[src/hw/serial_rate_pkg.sv]
// Purpose: shared constants and types for the second serial controller (rate generator and SPI)
// Assumes: register indices are scaled by four to byte addresses on the register bus
// Notes: all configuration fields sit in the low byte of each 16-bit register
package serial_rate_pkg;
   // register indices and byte addresses
   localparam int ADDR_W = 17;
   localparam logic [14:0] IDX_DATA = 15'h441e;
   localparam logic [14:0] IDX_STATUS = 15'h4420;
   localparam logic [14:0] IDX_MODE = 15'h442a;
   localparam logic [14:0] IDX_SPI_CFG = 15'h442c;
   localparam logic [14:0] IDX_RATE_LIN = 15'h4430;
   localparam logic [14:0] IDX_RATE_EXP = 15'h4432;
   localparam logic [ADDR_W-1:0] ADDR_DATA = {IDX_DATA, 2'b00};
   localparam logic [ADDR_W-1:0] ADDR_STATUS = {IDX_STATUS, 2'b00};
   localparam logic [ADDR_W-1:0] ADDR_MODE = {IDX_MODE, 2'b00};
   localparam logic [ADDR_W-1:0] ADDR_SPI_CFG = {IDX_SPI_CFG, 2'b00};
   localparam logic [ADDR_W-1:0] ADDR_RATE_LIN = {IDX_RATE_LIN, 2'b00};
   localparam logic [ADDR_W-1:0] ADDR_RATE_EXP = {IDX_RATE_EXP, 2'b00};
   // spi_configuration fields
   localparam int CFG_W = 6;
   localparam int CFG_POL = 0;
   localparam int CFG_PHA = 1;
   localparam int CFG_ORD = 2;
   localparam int CFG_RPT = 3;
   localparam int CFG_MST = 4;
   localparam int CFG_RXDRV = 5;
   localparam logic [CFG_W-1:0] CFG_RESET = 6'h00;
   // status fields
   localparam int ST_RXOVF = 0;
   localparam int ST_RXVAL = 1;
   localparam int ST_TXFREE = 2;
   localparam int ST_TXIDLE = 3;
   // controller_mode_select decode
   localparam logic [1:0] MODE_SPI = 2'h2;
   localparam logic [1:0] MODE_I2C = 2'h3;
   localparam logic [1:0] MODE_RESET = 2'h0;
   // rate terms
   localparam int TERM_W = 4;
   localparam int EXP_CNT_W = 16;
   localparam logic [TERM_W-1:0] TERM_RESET = 4'h0;
   localparam int REF_HZ = 24_000_000;
   // data
   localparam logic [7:0] BUSY_TOKEN = 8'hff;
   localparam logic [2:0] LAST_BIT = 3'h7;
   localparam logic [4:0] LAST_EDGE = 5'h0f;

   typedef enum logic [1:0] {
      XFER_IDLE = 2'b00,
      XFER_BUSY = 2'b01
   } xfer_state_t;
endpackage

[src/hw/rate_if.sv]
`timescale 1ns/1ps
// Purpose: carries the rate terms, run request and half-period tick between controller and generator
// Assumes: one clock domain
// Notes: none
interface rate_if;
   logic [3:0] linear;
   logic [3:0] exponent;
   logic run;
   logic tick;
   modport gen (input linear, input exponent, input run, output tick);
   modport user (output linear, output exponent, output run, input tick);
endinterface

[src/hw/rate_generator.sv]
`timescale 1ns/1ps
// Purpose: half-period tick generator: linear prescaler followed by an exponent stage
// Assumes: clk is the reference clock of the serial rate
// Notes: tick is one cycle wide, every (linear+1)*2^exponent cycles while run is high
module rate_generator
   import serial_rate_pkg::*;
(
   // clock and reset
   input wire logic clk,
   input wire logic reset_n,
   // rate terms and tick
   rate_if.gen rate
);
   typedef struct packed {
      logic [TERM_W-1:0] lin_cnt;
      logic [EXP_CNT_W-1:0] exp_cnt;
      logic tick;
   } gen_state_t;

   gen_state_t q;
   gen_state_t next_q;
   logic [EXP_CNT_W-1:0] exp_last;

   always_comb begin
      next_q = q;
      exp_last = EXP_CNT_W'((EXP_CNT_W'(1) << rate.exponent) - EXP_CNT_W'(1));
      next_q.tick = 1'b0;
      if (!rate.run) begin
         // restart each frame so the first half period is whole
         next_q.lin_cnt = '0;
         next_q.exp_cnt = '0;
      end else if (q.lin_cnt == rate.linear) begin
         next_q.lin_cnt = '0;
         if (q.exp_cnt == exp_last) begin
            next_q.exp_cnt = '0;
            next_q.tick = 1'b1;
         end else begin
            next_q.exp_cnt = EXP_CNT_W'(q.exp_cnt + EXP_CNT_W'(1));
         end
      end else begin
         next_q.lin_cnt = TERM_W'(q.lin_cnt + TERM_W'(1));
      end
   end

   always_ff @(posedge clk or negedge reset_n) begin
      if (!reset_n) begin
         q <= '0;
      end else begin
         q <= next_q;
      end
   end

   assign rate.tick = q.tick;
endmodule

[src/hw/serial_spi_controller.sv]
// Register access over Avalon-MM was left to the implementer.
`timescale 1ns/1ps
// Purpose: register file, rate terms and one-byte SPI engine of the second serial controller
// Assumes: Avalon-MM slave with waitrequest, byte addresses; SPI pins sampled through two flip-flops
// Notes: transmit and receive holding registers are one byte deep; no interrupt logic here
module serial_spi_controller
   import serial_rate_pkg::*;
#(
   parameter int DATA_W = 32
)(
   // clock and reset
   input wire logic clk,
   input wire logic reset_n,
   // avalon-mm slave
   input wire logic [ADDR_W-1:0] address,
   input wire logic read,
   input wire logic write,
   input wire logic [DATA_W-1:0] writedata,
   input wire logic [DATA_W/8-1:0] byteenable,
   output logic [DATA_W-1:0] readdata,
   output logic waitrequest,
   // spi clock pin
   input wire logic spi_clk_in,
   output logic spi_clk_out,
   output logic spi_clk_oe,
   // spi select pin, active low
   input wire logic spi_select_n_in,
   output logic spi_select_n_out,
   output logic spi_select_n_oe,
   // master-out data pin
   input wire logic mosi_in,
   output logic mosi_out,
   output logic mosi_oe,
   // master-in data pin
   input wire logic miso_in,
   output logic miso_out,
   output logic miso_oe
);
   if (DATA_W < 16 || DATA_W % 8 != 0) begin : g_bad_width
      $error("DATA_W must be a whole number of bytes and at least 16");
   end

   typedef struct packed {
      logic wait_req;
      logic [15:0] rdata;
      logic [1:0] mode;
      logic [CFG_W-1:0] cfg;
      logic [TERM_W-1:0] lin;
      logic [TERM_W-1:0] expo;
      logic [7:0] tx_hold;
      logic tx_full;
      logic [7:0] rx_hold;
      logic rx_val;
      logic rx_ovf;
      logic rpt_act;
      logic [7:0] last_tx;
      xfer_state_t st;
      logic [7:0] tx_sh;
      logic [7:0] rx_sh;
      logic [2:0] cnt;
      logic [4:0] edges;
      logic skip;
      logic [3:0] sync1;
      logic [3:0] sync2;
      logic [1:0] prev;
      logic sclk_o;
      logic sel_n_o;
      logic mosi_o;
      logic miso_o;
      logic master_oe;
      logic slave_oe;
   } ctl_state_t;

   ctl_state_t q;
   ctl_state_t next_q;
   rate_if rate ();

   rate_generator u_rate (
      .clk(clk),
      .reset_n(reset_n),
      .rate(rate)
   );

   assign rate.linear = q.lin;
   assign rate.exponent = q.expo;
   assign rate.run = q.st == XFER_BUSY && q.cfg[CFG_MST];

   function automatic logic [7:0] shift_tx(input logic [7:0] v, input logic lsb);
      return lsb ? {1'b0, v[7:1]} : {v[6:0], 1'b0};
   endfunction

   function automatic logic [7:0] insert_rx(input logic [7:0] v, input logic b, input logic lsb);
      return lsb ? {b, v[7:1]} : {v[6:0], b};
   endfunction

   always_comb begin
      logic req;
      logic done;
      logic pop;
      logic spi_on;
      logic master;
      logic lsb;
      logic cpha;
      logic lead;
      logic trail;
      logic sample_ev;
      logic adv_ev;
      logic in_bit;
      logic selected;
      logic tx_idle;
      logic load;
      logic [7:0] rx_byte;
      logic [7:0] load_byte;
      next_q = q;
      lead = 1'b0;
      trail = 1'b0;
      in_bit = q.sync2[1];
      req = read || write;
      done = req && !q.wait_req;
      pop = done && read && address == ADDR_DATA;
      spi_on = q.mode == MODE_SPI;
      master = q.cfg[CFG_MST];
      lsb = q.cfg[CFG_ORD];
      cpha = q.cfg[CFG_PHA];
      selected = !q.sync2[2];
      tx_idle = !q.tx_full && q.st == XFER_IDLE;
      load = 1'b0;
      rx_byte = '0;
      load_byte = BUSY_TOKEN;

      // bus answer: one cycle of waitrequest, then the access completes
      next_q.wait_req = !(req && q.wait_req);
      if (req && q.wait_req && read) begin
         case (address)
            ADDR_DATA: next_q.rdata = {8'h00, q.rx_hold};
            ADDR_STATUS: next_q.rdata = {12'h000, tx_idle, !q.tx_full, q.rx_val, q.rx_ovf};
            ADDR_MODE: next_q.rdata = {14'h0000, q.mode};
            ADDR_SPI_CFG: next_q.rdata = {10'h000, q.cfg};
            ADDR_RATE_LIN: next_q.rdata = {12'h000, q.lin};
            ADDR_RATE_EXP: next_q.rdata = {12'h000, q.expo};
            default: next_q.rdata = '0;
         endcase
      end
      if (pop) begin
         next_q.rx_val = 1'b0;
         next_q.rx_ovf = 1'b0;
      end
      // pin synchronisers: order is clock, select, mosi, miso
      next_q.sync1 = {spi_clk_in, spi_select_n_in, mosi_in, miso_in};
      next_q.sync2 = q.sync1;
      next_q.prev = q.sync2[3:2];
      // leading and trailing edges, from the rate ticks or the sampled pin
      if (master) begin
         lead = rate.tick && !q.edges[0];
         trail = rate.tick && q.edges[0];
         in_bit = q.sync2[0];
      end else begin
         lead = q.sync2[3] != q.prev[1] && q.sync2[3] != q.cfg[CFG_POL];
         trail = q.sync2[3] != q.prev[1] && q.sync2[3] == q.cfg[CFG_POL];
      end
      sample_ev = cpha ? trail : lead;
      adv_ev = cpha ? lead : trail;

      if (!spi_on) begin
         next_q.st = XFER_IDLE;
         next_q.sel_n_o = 1'b1;
         next_q.sclk_o = q.cfg[CFG_POL];
      end else if (q.st == XFER_IDLE) begin
         if (master) begin
            // rx-driven mode keeps clocking as long as the receive side has room
            load = q.cfg[CFG_RXDRV] ? !q.rx_val : q.tx_full;
         end else begin
            load = selected;
         end
         if (load) begin
            next_q.st = XFER_BUSY;
            next_q.sel_n_o = !master;
            next_q.edges = '0;
            next_q.cnt = '0;
            next_q.skip = cpha;
         end
      end else begin
         if (adv_ev) begin
            if (q.skip) begin
               next_q.skip = 1'b0;
            end else begin
               next_q.tx_sh = shift_tx(q.tx_sh, lsb);
            end
         end
         if (sample_ev) begin
            rx_byte = insert_rx(q.rx_sh, in_bit, lsb);
            next_q.rx_sh = rx_byte;
            next_q.cnt = 3'(q.cnt + 3'h1);
            if (q.cnt == LAST_BIT) begin
               next_q.rx_hold = rx_byte;
               next_q.rx_val = 1'b1;
               // a read in the same cycle takes the old byte, so the new byte raises no overrun
               if (q.rx_val && !pop) begin
                  next_q.rx_ovf = 1'b1;
               end
               if (!master) begin
                  load = 1'b1;
                  next_q.skip = 1'b1;
               end
            end
         end
         if (master && rate.tick) begin
            next_q.edges = 5'(q.edges + 5'h01);
            next_q.sclk_o = !q.sclk_o;
            if (q.edges == LAST_EDGE) begin
               next_q.st = XFER_IDLE;
               next_q.sel_n_o = 1'b1;
            end
         end
         if (!master && !selected) begin
            next_q.st = XFER_IDLE;
            load = 1'b0;
         end
      end

      if (load) begin
         if (q.tx_full) begin
            load_byte = q.tx_hold;
            next_q.tx_full = 1'b0;
         end else if (!master && q.rpt_act) begin
            load_byte = q.last_tx;
         end else begin
            load_byte = BUSY_TOKEN;
         end
         next_q.tx_sh = load_byte;
         next_q.last_tx = load_byte;
      end

      // the repeat choice must not change under a byte already committed
      if (tx_idle) begin
         next_q.rpt_act = q.cfg[CFG_RPT];
      end

      // register writes; a push after a load in the same cycle still lands
      if (done && write && byteenable[0]) begin
         case (address)
            ADDR_DATA: begin
               next_q.tx_hold = writedata[7:0];
               next_q.tx_full = 1'b1;
            end
            ADDR_MODE: next_q.mode = writedata[1:0];
            ADDR_SPI_CFG: next_q.cfg = writedata[CFG_W-1:0];
            ADDR_RATE_LIN: next_q.lin = writedata[TERM_W-1:0];
            ADDR_RATE_EXP: next_q.expo = writedata[TERM_W-1:0];
            default: next_q.mode = q.mode;
         endcase
      end

      next_q.master_oe = spi_on && master;
      next_q.slave_oe = spi_on && !master && selected && next_q.st == XFER_BUSY;
      next_q.mosi_o = lsb ? next_q.tx_sh[0] : next_q.tx_sh[7];
      next_q.miso_o = lsb ? next_q.tx_sh[0] : next_q.tx_sh[7];
   end

   always_ff @(posedge clk or negedge reset_n) begin
      if (!reset_n) begin
         q <= '0;
         q.wait_req <= 1'b1;
         q.mode <= MODE_RESET;
         q.cfg <= CFG_RESET;
         q.lin <= TERM_RESET;
         q.expo <= TERM_RESET;
         q.sync1 <= 4'hf;
         q.sync2 <= 4'hf;
         q.prev <= 2'h3;
         q.sel_n_o <= 1'b1;
      end else begin
         q <= next_q;
      end
   end

   assign readdata = {{(DATA_W-16){1'b0}}, q.rdata};
   assign waitrequest = q.wait_req;
   assign spi_clk_out = q.sclk_o;
   assign spi_clk_oe = q.master_oe;
   assign spi_select_n_out = q.sel_n_o;
   assign spi_select_n_oe = q.master_oe;
   assign mosi_out = q.mosi_o;
   assign mosi_oe = q.master_oe;
   assign miso_out = q.miso_o;
   assign miso_oe = q.slave_oe;
endmodule

[config.mk]
export PLATFORM = sky130hd
export DESIGN_NAME = serial_spi_controller
export DESIGN_NICKNAME = d
export VERILOG_FILES = /design/src/hw/serial_rate_pkg.sv /design/src/hw/rate_if.sv /design/src/hw/rate_generator.sv /design/src/hw/serial_spi_controller.sv
export SDC_FILE = /design/constraint.sdc
export NUM_CORES = 1
export LEC_CHECK = 0
export BUFFER_PORTS_ARGS = -buffer_cell sky130_fd_sc_hd__buf_2
export CORE_ASPECT_RATIO = 0.6
export CORE_MARGIN = 5
export CORE_UTILIZATION = 55
export CTS_CLUSTER_DIAMETER = 100
export DETAILED_ROUTE_END_ITERATION = 10
export PLACE_DENSITY = 0.81
export SETUP_SLACK_MARGIN = 0.4
export SYNTH_ARGS = -nofsm -noshare
export SYNTH_HDL_FRONTEND = slang
export SYNTH_SLANG_ARGS = --single-unit
[constraint.sdc]
create_clock -name clk -period 8 [get_ports clk]
set_clock_uncertainty 0.15 [all_clocks]
set_input_delay 0.4 -clock clk [delete_from_list [all_inputs] [get_ports clk]]
set_output_delay 0.4 -clock clk [all_outputs]
set_load 0.01 [all_outputs]
==> results of run 1 <==
==> metal layers <==
layer	wire length (um)	share of wire
met1	7070	0.45
met2	6760	0.43
met3	1740	0.11
met4	228	0.014
met5	0	0
==> synthesized netlist by cell type (all sizes together), types with 10 or more instances <==
library cell / number / share of area
a21oi: 27 / 0.021
a31oi: 11 / 0.011
and2: 11 / 0.011
and3: 10 / 0.0097
buf: 44 / 0.050
clkbuf: 25 / 0.015
dfrtp: 104 / 0.40
dfstp: 11 / 0.045
inv: 15 / 0.0087
mux2: 27 / 0.047
mux2i: 18 / 0.028
nand2: 76 / 0.044
nand3: 19 / 0.015
nor2: 52 / 0.030
nor3: 17 / 0.013
o21ai: 45 / 0.035
o22ai: 10 / 0.0097
==> sequential cells by signal, summed over array words and instances (netlist names) <==
| register | cells |
|---|---|
| u_rate.q | 20 |
| miso_out | 1 |
| miso_oe | 1 |
| mosi_oe | 1 |
| spi_select_n_out | 1 |
| u_rate.rate.tick | 1 |
| waitrequest | 1 |
| readdata | 8 |
| rate.exponent | 4 |
| q | 66 |
| rate.linear | 4 |
| spi_clk_out | 1 |
| next_q | 6 |
==> what timing repair did <==
item | CTS | global route
gates resized for setup | 0 | 0
hold buffers | 6 | 0
setup endpoints to repair | 0 | 0
hold endpoints to repair | 38 | 0
==> report_power, final <==
group,internal (mW),leakage (nW),switching [mW]
registers,0.591,1.54,0.00517
clock network,0.504,0.283,0.274
logic,0.0163,1.39,0.0341
total,1.11,3.21,0.313
==> stage by stage <==
stage | hold slack [ns] | util
after floorplan | -0.0456 | -
after global placement | 0.196 | 0.577
after detailed placement | 0.197 | 0.577
after CTS | 0.0344 | 0.636
after global routing | 0.0633 | 0.636
final | 0.0523 | 0.636
==> cell families after synthesis <==
kind of cell / Yosys count / synth area share
flip-flops: 115 / 0.449
other: 1 / 0.000583
buffers and inverters: 85 / 0.0743
AND/OR/NAND/NOR: 252 / 0.206
multiplexers: 45 / 0.0752
XOR/XNOR: 17 / 0.0231
adder cells (fa/ha/maj): 7 / 0.0136
AO/OA/AOI/OAI: 153 / 0.158
==> cell type report <==
type	count	area, sq um
clock buffer	19	453
clock inverter	13	159
tap	160	200
fill	887	4140
inverter	16	60.1
timing repair buffer	57	320
sequential	115	2890
multi-input combinational	498	3150
==> worst paths after layout <==
path | startpoint | to | slack, ns
max | rate.exponent[3] | u_rate.q[14] | 3.74
min | read | waitrequest | 0.05
max reg2reg | rate.exponent[3] | u_rate.q[14] | 3.74
min reg2reg | next_q[9] | q[9] | 0.20
max in group asynchronous | reset_n | spi_clk_out | 6.00
min in group asynchronous | reset_n | q[31] | 0.35
==> reports/summary.txt, run 1 <==
Top_reg_cell synth: dfrtp_1
Antenna Nets Post-Route: 0
Worst Slack Setup Final: 3.74 ns
Drt pass-1 iters: 5
Gr busiest metal: met1
Non-filler cells, final: 878
RePlAce Congestion: 0.938
Cell variety after synth: 71
Depth of the worst register-to-register path: 9
CTS sink cnt: 115
Levels on crit path: 9
Drt total wl: 15,800 um
Hold Path Depth: 2
Die area: 0.0140 sq mm
Fmax achieved: 235 MHz
Total gr overflow: 0
Crit path max fanout: 29
Total number of vias: 5,361
GR Util All Layers: 0.238
Rel. slew slack: 0.360
Post-synthesis async set-or-reset flop share: 1.00
Core footprint: 0.0114 sq mm
Initial antenna violation count: 0
Htree depth: 4
Startpoint Class: register
Crit path buf inv count: 0
First-pass GRT wire length: 26,400 um
Layout Nets: 773
Tmin final: 4.26 ns
DRT iter0 DRCs: 763
GR Util met3: 0.0603
Dpl hpwl: 11,000 um
Final hold vios: 0
Worst skew pair latency: 0.41 ns
Post-synth EDFFs: 0
CTS clock-pin slew for the worst setup and hold paths: 0.06 ns
Seq/Total Area, Yosys: 0.449
Post-Syn Area: 0.00643 sq mm
Leak: 3.21 nW
Outcome: completed
Most common library cell in the layout ignoring fill and taps: dfrtp_1
Unrepaired setup endpoints after global routing: no
Worst VDD drop: 158 uV
Actual slew at the worst max-slew pin: 0.960 ns
Chip Width: 150 um
Commonest cells after routing, fill and taps aside: dfrtp_1, nand2_1, nor2_1, buf_2, o21ai_0
Vias in the first global route: 5,105
Avg Inst Size Synth: 9.53 sq um
Syn Inst Count: 675
Yosys reg bits: 115
Max-cap viol count: 0
Clock root cell: clkbuf_16
Cts bufs inserted: 17
Setup Fix Bufs, Post-CTS: 0
Req. time, crit path: 8.15 ns
Power Density: 197 mW/mm^2
CP max stage delay: 0.69 ns
Placement Cell Area: 0.00656 sq mm
IO Pins: 102
Wire per inst: 18.0 um
Antenna Cells: 0
Global routing usage on met1: 0.350
Chip Height: 93.8 um
Setup_tns: 0 ns
Clock tree buffer depth: 2
GR Layer Usage met2: 0.339
Fin area: 0.00724 sq mm
Largest net degree at the start of global routing: 78
Tightest Hold Check Type: input pin to register
Starting density of the core: 0.566
Largest delay contributor family on the critical path: simple AND/OR/NAND/NOR gates
Cell Rows: 30
Placed Cells incl. Taps: 840
Overall power: 1.42 mW
Layout cell share with drive strength beyond 1: 0.194
Fin crit share: 0.532
Buffers added on ports: 50
Max-slew violation count: 0
Post-route DRC: 0
Kind of end point of the critical path: register
Crit Path Class: register to register
Crit-path cells: or4_4 -> ha_1 -> or3_4 -> a21o_1 -> a221o_1 -> nor4_4 -> nor4b_4 -> or4_1 -> nand2_1
Count of final setup violators: 0
CTS tree: yes
Synth-to-layout area growth: 12.4%
Arr. time, crit path: 4.40 ns
Critical-path top delay cell: dfrtp_1
DP Worst Slack: 3.83 ns
Warnings from Yosys: 0
Post-DR vias/cell: 6.11
Note: power is estimated with default switching activity, not from simulation.
==> run 2, diff against run 1 <==
--- a/config.mk
+++ b/config.mk
@@ -5,6 +5,7 @@
 export SDC_FILE = /design/constraint.sdc
 export NUM_CORES = 1
 export LEC_CHECK = 0
+export ABC_AREA = 1
 export BUFFER_PORTS_ARGS = -buffer_cell sky130_fd_sc_hd__buf_2
 export CORE_ASPECT_RATIO = 0.6
 export CORE_MARGIN = 5
==> constraint.sdc (replaced) <==
create_clock -name clk -period 4 [get_ports clk]
set_clock_uncertainty 0.15 [all_clocks]
set_input_delay 0.2 -clock clk [delete_from_list [all_inputs] [get_ports clk]]
set_output_delay 0.2 -clock clk [all_outputs]
set_load 0.01 [all_outputs]
==> run 2 against run 1 <==
Compared with the run above: sequential cell count stayed put; sequential share of layout area is 2.0 points lower; power rose by 110%; critical path depth increased by 5; largest cell class unchanged; largest power group unchanged.
==> reports/summary.txt, run 2 <==
Syn Inst Count: 885
Buffers added on ports: 50
Largest net degree at the start of global routing: 66
Drt pass-1 iters: 8
Layout cell share with drive strength beyond 1: 0.139
Post-synthesis async set-or-reset flop share: 1.00
Tightest Hold Check Type: input pin to register
Overall power: 2.92 mW
Hold Path Depth: 3
Chip Width: 152 um
Unrepaired setup endpoints after global routing: no
Die area: 0.0145 sq mm
Seq/Total Area, Yosys: 0.433
Post-DR vias/cell: 5.46
Total number of vias: 6,098
Starting density of the core: 0.558
Wire per inst: 15.2 um
Antenna Cells: 0
Actual slew at the worst max-slew pin: 0.825 ns
Placed Cells incl. Taps: 1,071
DRT iter0 DRCs: 718
Tmin final: 2.98 ns
Worst Slack Setup Final: 1.02 ns
Initial antenna violation count: 0
Avg Inst Size Synth: 7.54 sq um
Largest reg by FF count: q
Cell variety after synth: 43
Crit Path Class: register to register
Post-route DRC: 0
Crit path max fanout: 16
Htree depth: 4
Synth-to-layout area growth: 14.2%
Commonest cells after routing, fill and taps aside: nand2_1, dfrtp_1, inv_1, o21ai_0, nand3_1
Core footprint: 0.0119 sq mm
Chip Height: 95.3 um
Post-Syn Area: 0.00667 sq mm
Fmax achieved: 336 MHz
DP Worst Slack: 1.16 ns
Max reg flops: 66
Yosys reg bits: 115
Setup Fix Bufs, Post-CTS: 0
Depth of the worst register-to-register path: 14
Req. time, crit path: 4.13 ns
CTS clock-pin slew for the worst setup and hold paths: 0.06 ns
Vias in the first global route: 5,516
Top cells by area, synth: dfrtp_1, nand2_1, o21ai_0, inv_1, nand3_1
Total gr overflow: 0
Max-slew violation count: 0
CTS tree: yes
Count of final setup violators: 0
RePlAce Congestion: 0.964
Final hold vios: 0
First-pass GRT wire length: 27,700 um
Kind of end point of the critical path: register
Synth top area share: 0.390
GR Util All Layers: 0.242
Layout Nets: 1,006
IO Pins: 102
Most common library cell in the layout ignoring fill and taps: nand2_1
Post-synth top cells: nand2_1, dfrtp_1, inv_1
CTS sink cnt: 115
Worst skew pair latency: 0.42 ns
Outcome: completed
Drt total wl: 17,000 um
Leak: 3.86 nW
Top_reg_cell synth: dfrtp_1
Fin crit share: 0.745
Rel. slew slack: 0.450
Dpl hpwl: 12,200 um
Clock tree buffer depth: 2
Worst VDD drop: 326 uV
Cell Rows: 31
Placement Cell Area: 0.00686 sq mm
Setup_tns: 0 ns
Post-synth EDFFs: 0
Fin area: 0.00762 sq mm
Startpoint Class: register
Antenna Nets Post-Route: 0
Warnings from Yosys: 0
Top-count cell post-synth: nand2_1
Non-filler cells, final: 1,116
Synth area leader: dfrtp_1
Clock root cell: clkbuf_16
Power Density: 383 mW/mm^2
Arr. time, crit path: 3.11 ns
Max-cap viol count: 0
Cts bufs inserted: 17
Post-CTS sizing: 0
[run 2: cell count changes after synthesis, sizes merged, moves of 20 or more]
cell / before / now
clkbuf: 25 / 5
o21ai: 45 / 91
nand4: 7 / 27
inv: 15 / 109
nor2: 52 / 75
mux2: 27 / 3
nand2: 76 / 247
nand3: 19 / 76
[run 2: cell type report]
type | count | area [sq um]
clock buffers | 18 | 429
inverters | 109 | 412
well taps | 165 | 206
flip-flops and latches | 115 | 2890
clock inverters | 14 | 205
fillers | 1029 | 4330
multi-input cells | 628 | 3060
repair buffers | 67 | 413
[run 2: report_power, final]
part / internal (mW) / switching (mW) / leakage, nW
Sequential: 1.18 / 0.00618 / 1.55
Combinational: 0.0367 / 0.0736 / 2.01
Clock: 1.05 / 0.576 / 0.301
Total: 2.27 / 0.656 / 3.86
[run 2: repair_timing]
item                                   in CTS  in global routing
setup endpoints to repair                   0                  0
endpoints found under the hold margin      70                  0
hold buffers                               13                  0
[run 2: cell families after synthesis]
logic type / count (synthesis) / share of synthesized area
xor+xnor: 18 / 0.0236
fa+ha+maj: 7 / 0.0131
other cells: 1 / 0.000562
compound gates: 119 / 0.0977
buf+inv: 165 / 0.120
mux: 4 / 0.00656
simple gates: 456 / 0.305
flops: 115 / 0.433
[run 2: per-layer routing]
metal  global-route usage  part of all wire  wire, um
met5                    0                 0         0
met4               0.0681            0.0069       118
met1                0.371              0.49      8270
met3               0.0671              0.11      1940
met2                0.331              0.39      6670
[run 2: final timing paths]
path	end	slack [ns]	from
hold / removal	q[79]	0.02	writedata[0]
hold reg to reg	q[8]	0.21	next_q[8]
setup / recovery	u_rate.q[3]	1.02	rate.exponent[3]
min in group asynchronous	u_rate.q[12]	0.28	reset_n
max in group asynchronous	waitrequest	2.49	reset_n
setup reg to reg	u_rate.q[3]	1.02	rate.exponent[3]
[run 2: metrics by stage]
stage	util	hold WS, ns
final	0.638	0.0235
after global routing	0.638	0.0866
after CTS	0.638	0.0220
after detailed placement	0.574	0.156
after global placement	0.574	0.154
after floorplan	-	-0.246
[run 2: critical path, stage by stage (launching register included)]
cell	delay [ns]
dfrtp_1	0.78
nor2_8	0.13
nand2_1	0.12
ha_1	0.31
inv_1	0.13
a21oi_4	0.20
nand2_1	0.09
nand3_1	0.16
nand2_1	0.07
inv_1	0.05
nand3_1	0.09
nor2_2	0.11
nand2_2	0.21
nand3_1	0.14
o21ai_0	0.08
